--- src/rtl/ptf_pkg.sv ---
// Purpose: Shared constants and types for the transmit token framer.
// Assumes: Tokens arrive as bytes on the core clock from the serial register logic.
// Notes: Symbol kinds are handed on unencoded; the line coder maps them to 5-bit codes.

package ptf_pkg;

  // ****************************************
  // Token codes
  // ****************************************
  localparam logic [7:0] PTF_SYNC1_SYMBOL_TOKEN = 8'h12;
  localparam logic [7:0] PTF_SYNC2_SYMBOL_TOKEN = 8'h13;
  localparam logic [7:0] PTF_SYNC3_SYMBOL_TOKEN = 8'h1B;
  localparam logic [7:0] PTF_RST1_SYMBOL_TOKEN = 8'h15;
  localparam logic [7:0] PTF_RST2_SYMBOL_TOKEN = 8'h16;
  localparam logic [7:0] PTF_EOP_TOKEN = 8'h14;
  localparam logic [7:0] PTF_CRC_INSERT_TOKEN = 8'hFF;
  localparam logic [7:0] PTF_DRIVER_OFF_TOKEN = 8'hFE;
  localparam logic [7:0] PTF_TRANSMITTER_ON_MASK = 8'hE1;
  localparam logic [7:0] PTF_TRANSMITTER_ON_COMMAND = 8'hA1;
  localparam logic [2:0] PTF_PACKED_DATA_HEADER_TAG = 3'h4;
  localparam int PTF_PACKED_TAG_MSB = 7;
  localparam int PTF_PACKED_TAG_LSB = 5;
  localparam int PTF_PACKED_COUNT_W = 5;

  // ****************************************
  // Queue geometry
  // ****************************************
  localparam int PTF_QUEUE_DEPTH = 48;
  localparam int PTF_QUEUE_AW = 6;
  localparam logic [PTF_QUEUE_AW-1:0] PTF_QUEUE_LAST = 6'h2F;
  localparam logic [PTF_QUEUE_AW:0] PTF_QUEUE_FULL_LEVEL = 7'h30;

  // ****************************************
  // CRC
  // ****************************************
  localparam logic [31:0] PTF_CRC_POLY = 32'h04C11DB7;
  localparam logic [31:0] PTF_CRC_INIT = 32'hFFFFFFFF;
  localparam logic [2:0] PTF_CRC_LAST_NIBBLE = 3'h7;

  // ****************************************
  // Types
  // ****************************************
  typedef enum logic [2:0] {
    PTF_SYM_DATA,
    PTF_SYM_SYNC1,
    PTF_SYM_SYNC2,
    PTF_SYM_SYNC3,
    PTF_SYM_RST1,
    PTF_SYM_RST2,
    PTF_SYM_EOP
  } ptf_sym_t;

  typedef enum logic [2:0] {
    PTF_ST_IDLE,
    PTF_ST_FETCH,
    PTF_ST_KSYM,
    PTF_ST_PAY_WAIT,
    PTF_ST_NIB_LO,
    PTF_ST_NIB_HI,
    PTF_ST_CRC
  } ptf_state_t;

endpackage

--- src/rtl/ptf_token_framer.sv ---
// Purpose: Takes 8-bit tokens from the transmit queue and turns them into a symbol stream.
// Assumes: Queue writes, reads and the start bit are single-cycle strobes on core_clk.
// Notes: Output symbols are kinds plus nibbles; 4b5b and BMC coding sit downstream.

`timescale 1ns/1ps

// Functional notes
// - Tokens and payload are exchanged as 8-bit bytes through the queue register.
// - One token is taken from the queue head and finished before the next.
// - Symbol tokens are translated to line symbol kinds, never sent raw.
// - Transmitter-on command write starts transmission like the start bit, not queued.
// - Tokens 12h, 13h, 1Bh send one Sync-1, Sync-2, Sync-3 symbol.
// - Tokens 15h and 16h send one RST-1 and one RST-2 symbol.
// - Header 100xxxxx takes the next N queue bytes as payload, N from low bits.
// - Each payload byte goes out as two nibbles, low nibble first, for 4b5b.
// - Token FFh inserts the hardware-computed packet CRC into the stream.
// - Token 14h sends one EOP symbol.
// - Token FEh disables the line driver; software places it after EOP.
// - Queue register writes push the transmit queue; reads pop the receive queue.
// - Full and empty flags of the transmit queue are reported.
module ptf_token_framer
  import ptf_pkg::*;
(
  input wire logic core_clk,
  input wire logic nrst,
  input wire logic queue_wr,
  input wire logic [7:0] queue_wdata,
  input wire logic queue_rd,
  output logic [7:0] queue_rdata,
  output logic rx_pop,
  input wire logic [7:0] rx_head,
  input wire logic tx_start,
  output logic tx_full,
  output logic tx_empty,
  output logic driver_en,
  output logic sym_valid,
  input wire logic sym_ready,
  output ptf_sym_t sym_kind,
  output logic [3:0] sym_nibble
);

  // ****************************************
  // Transmit queue
  // ****************************************
  logic [7:0] queue_mem [PTF_QUEUE_DEPTH];
  logic [PTF_QUEUE_AW-1:0] wr_ptr;
  logic [PTF_QUEUE_AW-1:0] rd_ptr;
  logic [PTF_QUEUE_AW:0] level;
  logic is_on_cmd;
  logic push;
  logic pop;
  logic [7:0] head;
  ptf_state_t state;
  logic [PTF_PACKED_COUNT_W-1:0] pay_left;
  logic [7:0] pay_byte;
  logic [2:0] crc_idx;
  logic [31:0] crc;
  logic [31:0] crc_out;
  logic start_req;
  logic sym_take;

  assign is_on_cmd = (queue_wdata & PTF_TRANSMITTER_ON_MASK) == PTF_TRANSMITTER_ON_COMMAND;
  // A write that meets a full queue is dropped; the full flag is the only warning.
  assign push = queue_wr && !is_on_cmd && !tx_full;
  assign pop = ((state == PTF_ST_FETCH) || (state == PTF_ST_PAY_WAIT)) && !tx_empty;
  assign head = queue_mem[rd_ptr];
  assign tx_full = level == PTF_QUEUE_FULL_LEVEL;
  assign tx_empty = level == '0;
  assign start_req = tx_start || (queue_wr && is_on_cmd);
  assign sym_take = sym_valid && sym_ready;

  genvar gi;
  generate
    for (gi = 0; gi < PTF_QUEUE_DEPTH; gi++) begin : g_entry
      always_ff @(posedge core_clk or negedge nrst) begin
        if (!nrst) begin
          queue_mem[gi] <= '0;
        end else if (push && (wr_ptr == PTF_QUEUE_AW'(gi))) begin
          queue_mem[gi] <= queue_wdata;
        end
      end
    end
  endgenerate

  always_ff @(posedge core_clk or negedge nrst) begin
    if (!nrst) begin
      wr_ptr <= '0;
    end else if (push) begin
      wr_ptr <= (wr_ptr == PTF_QUEUE_LAST) ? '0 : wr_ptr + 1'b1;
    end
  end

  always_ff @(posedge core_clk or negedge nrst) begin
    if (!nrst) begin
      rd_ptr <= '0;
    end else if (pop) begin
      rd_ptr <= (rd_ptr == PTF_QUEUE_LAST) ? '0 : rd_ptr + 1'b1;
    end
  end

  always_ff @(posedge core_clk or negedge nrst) begin
    if (!nrst) begin
      level <= '0;
    end else if (push && !pop) begin
      level <= level + 1'b1;
    end else if (pop && !push) begin
      level <= level - 1'b1;
    end
  end

  // ****************************************
  // Receive side of the queue register
  // ****************************************
  // The receive queue itself lives elsewhere; a read pops it and latches its head.
  assign rx_pop = queue_rd;

  always_ff @(posedge core_clk or negedge nrst) begin
    if (!nrst) begin
      queue_rdata <= '0;
    end else if (queue_rd) begin
      queue_rdata <= rx_head;
    end
  end

  // ****************************************
  // Token sequencer
  // ****************************************
  always_ff @(posedge core_clk or negedge nrst) begin
    if (!nrst) begin
      state <= PTF_ST_IDLE;
    end else begin
      case (state)
        PTF_ST_IDLE: begin
          if (start_req) begin
            state <= PTF_ST_FETCH;
          end
        end
        PTF_ST_FETCH: begin
          if (pop) begin
            if (head[PTF_PACKED_TAG_MSB:PTF_PACKED_TAG_LSB] == PTF_PACKED_DATA_HEADER_TAG) begin
              // A zero count is outside the allowed range; it is skipped harmlessly.
              state <= (head[PTF_PACKED_COUNT_W-1:0] == '0) ? PTF_ST_FETCH
                                                           : PTF_ST_PAY_WAIT;
            end else begin
              case (head)
                PTF_SYNC1_SYMBOL_TOKEN, PTF_SYNC2_SYMBOL_TOKEN, PTF_SYNC3_SYMBOL_TOKEN,
                PTF_RST1_SYMBOL_TOKEN, PTF_RST2_SYMBOL_TOKEN, PTF_EOP_TOKEN: begin
                  state <= PTF_ST_KSYM;
                end
                PTF_CRC_INSERT_TOKEN: begin
                  state <= PTF_ST_CRC;
                end
                PTF_DRIVER_OFF_TOKEN: begin
                  state <= PTF_ST_IDLE;
                end
                default: begin
                  state <= PTF_ST_FETCH;
                end
              endcase
            end
          end
        end
        PTF_ST_KSYM: begin
          if (sym_ready) begin
            state <= PTF_ST_FETCH;
          end
        end
        PTF_ST_PAY_WAIT: begin
          if (pop) begin
            state <= PTF_ST_NIB_LO;
          end
        end
        PTF_ST_NIB_LO: begin
          if (sym_ready) begin
            state <= PTF_ST_NIB_HI;
          end
        end
        PTF_ST_NIB_HI: begin
          if (sym_ready) begin
            state <= (pay_left == '0) ? PTF_ST_FETCH : PTF_ST_PAY_WAIT;
          end
        end
        PTF_ST_CRC: begin
          if (sym_ready && (crc_idx == PTF_CRC_LAST_NIBBLE)) begin
            state <= PTF_ST_FETCH;
          end
        end
        default: begin
          state <= PTF_ST_IDLE;
        end
      endcase
    end
  end

  always_ff @(posedge core_clk or negedge nrst) begin
    if (!nrst) begin
      driver_en <= 1'b0;
    end else if (state == PTF_ST_IDLE && start_req) begin
      driver_en <= 1'b1;
    end else if (state == PTF_ST_FETCH && pop && head == PTF_DRIVER_OFF_TOKEN) begin
      driver_en <= 1'b0;
    end
  end

  always_ff @(posedge core_clk or negedge nrst) begin
    if (!nrst) begin
      pay_left <= '0;
    end else if (state == PTF_ST_FETCH && pop) begin
      pay_left <= head[PTF_PACKED_COUNT_W-1:0];
    end else if (state == PTF_ST_PAY_WAIT && pop) begin
      pay_left <= pay_left - 1'b1;
    end
  end

  always_ff @(posedge core_clk or negedge nrst) begin
    if (!nrst) begin
      pay_byte <= '0;
    end else if (state == PTF_ST_PAY_WAIT && pop) begin
      pay_byte <= head;
    end
  end

  always_ff @(posedge core_clk or negedge nrst) begin
    if (!nrst) begin
      crc_idx <= '0;
    end else if (state != PTF_ST_CRC) begin
      crc_idx <= '0;
    end else if (sym_ready) begin
      crc_idx <= crc_idx + 1'b1;
    end
  end

  // ****************************************
  // CRC accumulator
  // ****************************************
  function automatic logic [31:0] ptf_crc_nibble(input logic [31:0] c, input logic [3:0] n);
    logic [31:0] r;
    logic fb;
    r = c;
    fb = 1'b0;
    // Bits enter in line order, least significant first.
    for (int b = 0; b < 4; b++) begin
      fb = r[31] ^ n[b];
      r = {r[30:0], 1'b0} ^ (fb ? PTF_CRC_POLY : '0);
    end
    return r;
  endfunction

  always_ff @(posedge core_clk or negedge nrst) begin
    if (!nrst) begin
      crc <= PTF_CRC_INIT;
    end else if (state == PTF_ST_KSYM && sym_kind != PTF_SYM_EOP) begin
      crc <= PTF_CRC_INIT;
    end else if (sym_take && sym_kind == PTF_SYM_DATA && state != PTF_ST_CRC) begin
      crc <= ptf_crc_nibble(crc, sym_nibble);
    end
  end

  always_comb begin
    crc_out = '0;
    for (int b = 0; b < 32; b++) begin
      crc_out[b] = ~crc[31-b];
    end
  end

  // ****************************************
  // Symbol output
  // ****************************************
  assign sym_valid = (state == PTF_ST_KSYM) || (state == PTF_ST_NIB_LO) ||
                     (state == PTF_ST_NIB_HI) || (state == PTF_ST_CRC);

  always_ff @(posedge core_clk or negedge nrst) begin
    if (!nrst) begin
      sym_kind <= PTF_SYM_DATA;
    end else if (state == PTF_ST_FETCH && pop) begin
      case (head)
        PTF_SYNC1_SYMBOL_TOKEN: sym_kind <= PTF_SYM_SYNC1;
        PTF_SYNC2_SYMBOL_TOKEN: sym_kind <= PTF_SYM_SYNC2;
        PTF_SYNC3_SYMBOL_TOKEN: sym_kind <= PTF_SYM_SYNC3;
        PTF_RST1_SYMBOL_TOKEN: sym_kind <= PTF_SYM_RST1;
        PTF_RST2_SYMBOL_TOKEN: sym_kind <= PTF_SYM_RST2;
        PTF_EOP_TOKEN: sym_kind <= PTF_SYM_EOP;
        default: sym_kind <= PTF_SYM_DATA;
      endcase
    end
  end

  always_ff @(posedge core_clk or negedge nrst) begin
    if (!nrst) begin
      sym_nibble <= '0;
    end else if (state == PTF_ST_PAY_WAIT && pop) begin
      sym_nibble <= head[3:0];
    end else if (state == PTF_ST_NIB_LO && sym_ready) begin
      sym_nibble <= pay_byte[7:4];
    end else if (state == PTF_ST_FETCH && pop && head == PTF_CRC_INSERT_TOKEN) begin
      sym_nibble <= crc_out[3:0];
    end else if (state == PTF_ST_CRC && sym_ready) begin
      sym_nibble <= crc_out[{crc_idx + 3'h1, 2'h0} +: 4];
    end else if (state == PTF_ST_FETCH) begin
      sym_nibble <= '0;
    end
  end

endmodule

--- config.mk ---
export PLATFORM = sky130hd
export DESIGN_NAME = ptf_token_framer
export DESIGN_NICKNAME = d
export VERILOG_FILES = /design/src/rtl/ptf_pkg.sv /design/src/rtl/ptf_token_framer.sv
export SDC_FILE = /design/constraint.sdc
export NUM_CORES = 1
export LEC_CHECK = 0
export BUFFER_PORTS_ARGS = -buffer_cell sky130_fd_sc_hd__buf_2
export CAP_MARGIN = 0
export CORE_UTILIZATION = 35
export CTS_BUF_LIST = sky130_fd_sc_hd__clkbuf_8 sky130_fd_sc_hd__clkbuf_16
export DETAILED_ROUTE_END_ITERATION = 8
export HOLD_SLACK_MARGIN = 0.03
export SLEW_MARGIN = 0
export SYNTH_ARGS = -nofsm -noshare
export SYNTH_HDL_FRONTEND = slang
export SYNTH_SLANG_ARGS = --single-unit
--- constraint.sdc ---
create_clock -name core_clk -period 4 [get_ports core_clk]
set_input_delay 0.8 -clock core_clk [delete_from_list [all_inputs] [get_ports core_clk]]
set_output_delay 0.8 -clock core_clk [all_outputs]
set_load 0.1 [all_outputs]
==> results.json, run 1 <==
{
  "cts-root-buf": "clkbuf_16",
  "viasPerCell": 5.466,
  "p_leak_nw": 11.89,
  "synth_fp_nets": 1788,
  "start_kind": "register",
  "overflow": 0,
  "slew_headroom_pct": 19.22,
  "maxSlewViolCount": 0,
  "wl_per_cell_um": 22.48,
  "synth_cell_types": 78,
  "drt_iter0_drc": 1025,
  "core_area_um2": 64350,
  "end_kind": "register",
  "antenna_found_initial": 0,
  "fin_crit_ns": 3.754,
  "cap_viol_max_count": 0,
  "cp.arrival_ns": 4.22,
  "multi_input_area_um2": 10390,
  "grt_max_degree": 107,
  "cp_max_fo": 35,
  "clk_pin_slew_ns": 0.06,
  "clk_latency_ns": 0.63,
  "fin_ws_ns": 0.2457,
  "outcome": "complete, no violations",
  "worstSetupPathType": "reg2reg",
  "grt_pass1_vias": 14870,
  "die_y_um": 257.1,
  "die_w_um": 257.1,
  "holdBufCountCts": 0,
  "drt_first_pass_iters": 5,
  "grt_pass1_wl_mm": 93.97,
  "rsz0062_at_grt": "false",
  "setup_violations": 0,
  "ctsResizeCount": 0,
  "final_nets": 1824,
  "required_ns": 4.47,
  "min_path_type": "in2async",
  "ys_warn_count": 0,
  "powerDensity_nw_per_um2": 841.8,
  "min_period_over_period_pct": 93.86,
  "die_area_um2": 66080,
  "seq_area_um2": 11710,
  "fillers": 5998,
  "cts_tree": "built",
  "seq_area_frac_synth_pct": 51.39,
  "initial_utilization_pct": 35.38,
  "vdd_drop_max_v": 0.0004085,
  "drc": 0,
  "clock.fmax_mhz": 266.4,
  "antenna_cells": 0,
  "cts.sinks": 466,
  "drtAntennaViolNets": 0,
  "finalSetupTns_ns": 0,
  "rows": 93,
  "vias": 14670,
  "gp_congestion": 0.8510,
  "synth_cells": 1750,
  "tightest_slew_ns": 1.209,
  "hold_viol_final": 0,
  "numCtsBuffers": 52,
  "synth_area_um2": 22770,
  "wl_mm": 60.33,
  "io_buffer_count": 41,
  "drive_gt1_share_pct": 37.07,
  "dp_slack_ns": 0.3370,
  "hpwl_mm": 39.93,
  "syn2layout_area_growth_pct": 13.26,
  "grt_usage_pct": 18.40,
  "cts_setup_buffers": 0,
  "async_reset_ff_share_pct": 100.0,
  "avgSynthCellArea_um2": 13.01,
  "design.portCount": 42,
  "synth-edff-count": 0,
  "ys_ff_latch": 466,
  "synthFlopType": "dfrtp_1",
  "htreeDepth": 2,
  "fin_skew_ns": 0.03576,
  "clockBufferDepth": 3
}
==> layer usage <==
| metal | track usage (%) | up-vias | part of all wire [%] |
|---|---|---|---|
| met2 | 28.23 | 381 | 45 |
| met3 | 3.556 | 92 | 5.7 |
| li1 | - | 6515 | - |
| met1 | 26.35 | 7682 | 46 |
| met4 | 5.192 | 0 | 2.4 |
| met5 | 0 | - | 0 |
==> cell families (layout without fill, tap and decap cells) <==
| family | Yosys count | count (layout) | synth area share, % |
|---|---|---|---|
| AO/OA/AOI/OAI | 215 | 215 | 6.891 |
| multiplexers | 560 | 560 | 29.37 |
| AND/OR/NAND/NOR | 304 | 304 | 6.506 |
| adder cells (fa/ha/maj) | 16 | 16 | 0.9122 |
| XOR/XNOR | 46 | 46 | 1.769 |
| buffers and inverters | 143 | 222 | 3.160 |
| flip-flops | 466 | 466 | 51.39 |
==> registers in the layout (all words and copies together) (netlist names), 4 cells and up <==
signal	flops
rd_ptr	6
queue_rdata	8
level	7
queue_mem	384
crc	32
wr_ptr	6
pay_left	5
sym_nibble	4
pay_byte	4
==> path summary, 6_finish.rpt <==
check                      slack, ns                    endpoint  cells after the start                  start
setup / recovery                0.25        state[1]$_DFFE_PN0P_                      8  rd_ptr[0]$_DFFE_PN0P_
hold / removal                  0.21  queue_rdata[3]$_DFFE_PN0P_                      1                   nrst
setup reg to reg                0.25        state[1]$_DFFE_PN0P_                      8  rd_ptr[0]$_DFFE_PN0P_
hold reg to reg                 0.47       driver_en$_DFFE_PN0P_                      1  driver_en$_DFFE_PN0P_
max in group asynchronous       2.76          crc[9]$_DFFE_PN1P_                      2                   nrst
min in group core_clk           0.42  queue_rdata[1]$_DFFE_PN0P_                      2             rx_head[1]
==> metrics by stage <==
step	util, %	area, µm²	total power [mW]	hold slack (ns)	instances
floorplan	-	22800	14.37	0.4425	1750
global placement	37.37	24050	16.66	0.4563	2587
detailed placement	37.38	24050	16.96	0.4670	2587
CTS	40.08	25790	21.81	0.2864	2684
global route	40.08	25790	22.93	0.2774	2684
finish	40.08	25790	21.71	0.2075	2684
==> area by class of cell <==
| class | instances | area share [%] |
|---|---|---|
| clock buffer | 62 | 5.580 |
| clock inverter | 35 | 1.145 |
| inverter | 20 | 0.2911 |
| multi-input combinational | 1141 | 40.28 |
| sequential | 466 | 45.42 |
| tap | 855 | 4.148 |
| timing repair buffer | 105 | 3.134 |
==> cell usage after synthesis (all sizes together), types with 3 or more instances <==
master	number	area (µm²)
nand3b	3	22.52
nor3b	4	30.03
and2	4	25.02
dfstp	32	840.8
mux4	45	1036
o22ai	14	87.58
xnor2	25	219.0
a211oi	3	27.52
o21ai	38	190.2
dfrtp	434	10860
a211o	3	26.28
o211ai	34	260.3
nand3	55	275.3
buf	42	340.3
a22o	4	35.03
nand2b	7	43.79
nor4	5	65.07
a2bb2oi	3	26.28
a31oi	4	31.28
and3	4	25.02
a21oi	31	155.2
nor3	15	80.08
o221ai	6	52.55
ha	15	187.7
nand2	116	435.4
mux2i	118	1181
a2111oi	3	63.81
nor2	45	171.4
inv	20	75.07
nand4	19	118.9
a22oi	44	330.3
nor2b	18	112.6
a21o	4	30.03
xor2	21	183.9
mux2	397	4471
clkbuf	81	304.0
==> worst max-delay path: stages (launching register included) <==
cell	delay (ns)
dfrtp_4	0.86
and2_1	0.63
a21oi_1	0.14
a22oi_1	0.31
a21oi_1	0.14
o41ai_4	0.67
nor3b_1	0.52
a41o_1	0.26
a32oi_1	0.06
==> cells in the final DEF, fill, tap and decap left out, types with 10 or more instances in the layout <==
cell and instances:
a21oi_1 30, a22oi_1 44, buf_2 40, buf_4 55
clkbuf_16 52, clkbuf_8 10, dfrtp_1 431, dfstp_2 32
ha_1 14, inv_1 33, mux2_2 390, mux2i_1 118
mux4_2 39, nand2_1 116, nand3_1 54, nand4_1 19
nor2_1 44, nor2b_1 18, nor3_1 12, o211ai_1 33
o21ai_0 33, o22ai_1 14, xnor2_1 25, xor2_1 21
==> power by group <==
group	switching (mW)	internal, mW
logic	4.82	3.98
registers	1.45	6.70
clock network	2.00	2.76
total	8.27	13.4
No activity file was read; power rests on OpenSTA's default activity.
==> inputs of run 2 (changes only) <==
--- a/config.mk
+++ b/config.mk
@@ -7,10 +7,14 @@
 export LEC_CHECK = 0
 export BUFFER_PORTS_ARGS = -buffer_cell sky130_fd_sc_hd__buf_2
 export CAP_MARGIN = 0
+export CELL_PAD_IN_SITES_DETAIL_PLACEMENT = 0
+export CELL_PAD_IN_SITES_GLOBAL_PLACEMENT = 1
+export CORE_ASPECT_RATIO = 0.9
 export CORE_UTILIZATION = 35
 export CTS_BUF_LIST = sky130_fd_sc_hd__clkbuf_8 sky130_fd_sc_hd__clkbuf_16
 export DETAILED_ROUTE_END_ITERATION = 8
 export HOLD_SLACK_MARGIN = 0.03
+export PLACE_DENSITY_LB_ADDON = 0.1
 export SLEW_MARGIN = 0
 export SYNTH_ARGS = -nofsm -noshare
 export SYNTH_HDL_FRONTEND = slang
==> results.json, run 2 (same netlist as run 1, synthesis figures left out) <==
{
  "layout_common_cells": "431 x dfrtp_1, 390 x mux2_2, 118 x mux2i_1, 116 x nand2_1, 69 x buf_4",
  "hpwl_mm": 44.97,
  "drive_gt1_share_pct": 37.70,
  "wl_mm": 68.38,
  "grt_usage_pct": 20.85,
  "min_path_type": "in2async",
  "fin_skew_ns": 0.01951,
  "top_register": "queue_mem",
  "grt_pass1_vias": 15260,
  "hold_viol_final": 0,
  "tightest_slew_ns": 1.308,
  "min_period_over_period_pct": 89.18,
  "syn2layout_area_growth_pct": 13.83,
  "endpoint": "state[0]$_DFFE_PN0P_",
  "drc": 0,
  "fin_crit_ns": 3.567,
  "clk_pin_slew_ns": 0.05,
  "rows": 88,
  "rsz0062_at_grt": "false",
  "antenna_cells": 0,
  "critPathLaunch": "rd_ptr[2]$_DFFE_PN0P_",
  "viasPerCell": 5.456,
  "design.portCount": 42,
  "placed_cells": 2598,
  "final_nets": 1839,
  "required_ns": 4.49,
  "reg2reg_depth": 9,
  "largest_reg_flops": 384,
  "io_buffer_count": 41,
  "initial_utilization_pct": 35.47,
  "r2r_setup_slack_ns": 0.43,
  "clk_latency_ns": 0.61,
  "post-route-util_pct": 40.38,
  "grt_pass1_wl_mm": 103.6,
  "outcome": "complete, no violations",
  "cts.sinks": 466,
  "die_w_um": 270.9,
  "vias": 14710,
  "end_kind": "register",
  "die_y_um": 244.0,
  "drt_first_pass_iters": 5,
  "clock.fmax_mhz": 280.3,
  "drtAntennaViolNets": 0,
  "numCtsBuffers": 54,
  "gp_congestion": 0.7830,
  "clockBufferDepth": 3,
  "fillers": 6066,
  "final_common_cell": "dfrtp_1",
  "seq_area_um2": 11710,
  "slew_headroom_pct": 12.60,
  "die_area_um2": 66080,
  "r2r_start": "rd_ptr[2]$_DFFE_PN0P_",
  "wl_per_cell_um": 25.36,
  "cts_tree": "built",
  "drt_iter0_drc": 1011,
  "maxSlewViolCount": 0,
  "cap_viol_max_count": 0,
  "reg2reg_to": "state[0]$_DFFE_PN0P_",
  "multi_input_area_um2": 10390,
  "cp_max_fo": 24,
  "htreeDepth": 2,
  "core_area_um2": 64190,
  "finalSetupTns_ns": 0,
  "fin_cells": 2696,
  "powerDensity_nw_per_um2": 860.5,
  "p_leak_nw": 11.96,
  "antenna_found_initial": 0,
  "grt_max_degree": 109,
  "setup_violations": 0,
  "vdd_drop_max_v": 0.0003930,
  "holdBufCountCts": 0,
  "top_regs": "queue_mem x384, crc x32, queue_rdata x8",
  "worstSetupPathType": "reg2reg",
  "start_kind": "register",
  "overflow": 0,
  "cp.arrival_ns": 4.05,
  "cts-root-buf": "clkbuf_16"
}
run 2: changes by cell type in the layout (fill, tap and decap cells not counted), moves of 2 or more:
| cell | before | now |
|---|---|---|
| buf_12 | 9 | 7 |
| buf_4 | 55 | 69 |
| bufinv_16 | 3 | 5 |
| clkbuf_16 | 52 | 54 |
| clkinv_4 | 2 | 0 |
| inv_1 | 33 | 30 |
run 2: worst max-delay path, cell delays in order, from the launching register on:
cell	delay (ns)
dfrtp_4	0.79
mux4_2	0.59
a32o_1	0.27
a31oi_1	0.46
nand3_1	0.38
a21oi_1	0.24
buf_4	0.18
o21a_1	0.17
o211ai_2	0.10
o211a_1	0.25
run 2: how the worst min path moves through the flow:
stage	to	depth (start not counted)	startpoint	slack, ns
5_1_grt	queue_mem[281]$_DFFE_PN0P_	1	nrst	0.18
3_5_place_dp	queue_mem[107]$_DFFE_PN0P_	1	queue_mem[107]$_DFFE_PN0P_	0.47
3_3_place_gp	queue_mem[111]$_DFFE_PN0P_	1	queue_mem[111]$_DFFE_PN0P_	0.46
6_report	queue_mem[281]$_DFFE_PN0P_	1	nrst	0.14
2_1_floorplan	level[6]$_DFFE_PN0P_	1	level[6]$_DFFE_PN0P_	0.44
4_1_cts	queue_mem[348]$_DFFE_PN0P_	1	nrst	0.16
run 2: routing by layer:
layer	GRT usage, %	vias up	routed length, µm
li1	-	6545	-
met1	31.07	7802	33570
met2	31.79	289	30820
met3	2.710	74	2566
met4	5.400	0	1423
met5	0	-	0
run 2: timing repair:
| item | CTS | global route |
|---|---|---|
| buffers inserted | 0 | 1 |
| resized for setup | 0 | 2 |
| setup endpoints to repair | 0 | 2 |
| hold endpoints to repair | 0 | 0 |
run 2: final cells by class:
type / instances / share of cell area, %
well taps: 855 / 4.128
multi-input cells: 1141 / 40.09
inverters: 20 / 0.2897
repair buffers: 118 / 3.399
clock inverters: 31 / 1.101
flip-flops and latches: 466 / 45.19
clock buffers: 65 / 5.798
run 2: per-stage QoR:
| stage | setup slack (ns) | hold slack (ns) | power, mW | cell area (µm²) |
|---|---|---|---|---|
| floorplan | 0.01474 | 0.4425 | 14.37 | 22800 |
| global placement | 0.1483 | 0.4631 | 17.22 | 24090 |
| detailed placement | 0.1908 | 0.4722 | 17.34 | 24090 |
| CTS | 0.1502 | 0.1557 | 22.46 | 25880 |
| global route | 0.1699 | 0.1796 | 23.66 | 25920 |
| finish | 0.4330 | 0.1383 | 22.30 | 25920 |
run 2: power breakdown:
part | switching (mW) | internal [mW]
clock | 2.03 | 2.97
combinational | 5.09 | 4.08
sequential | 1.44 | 6.70
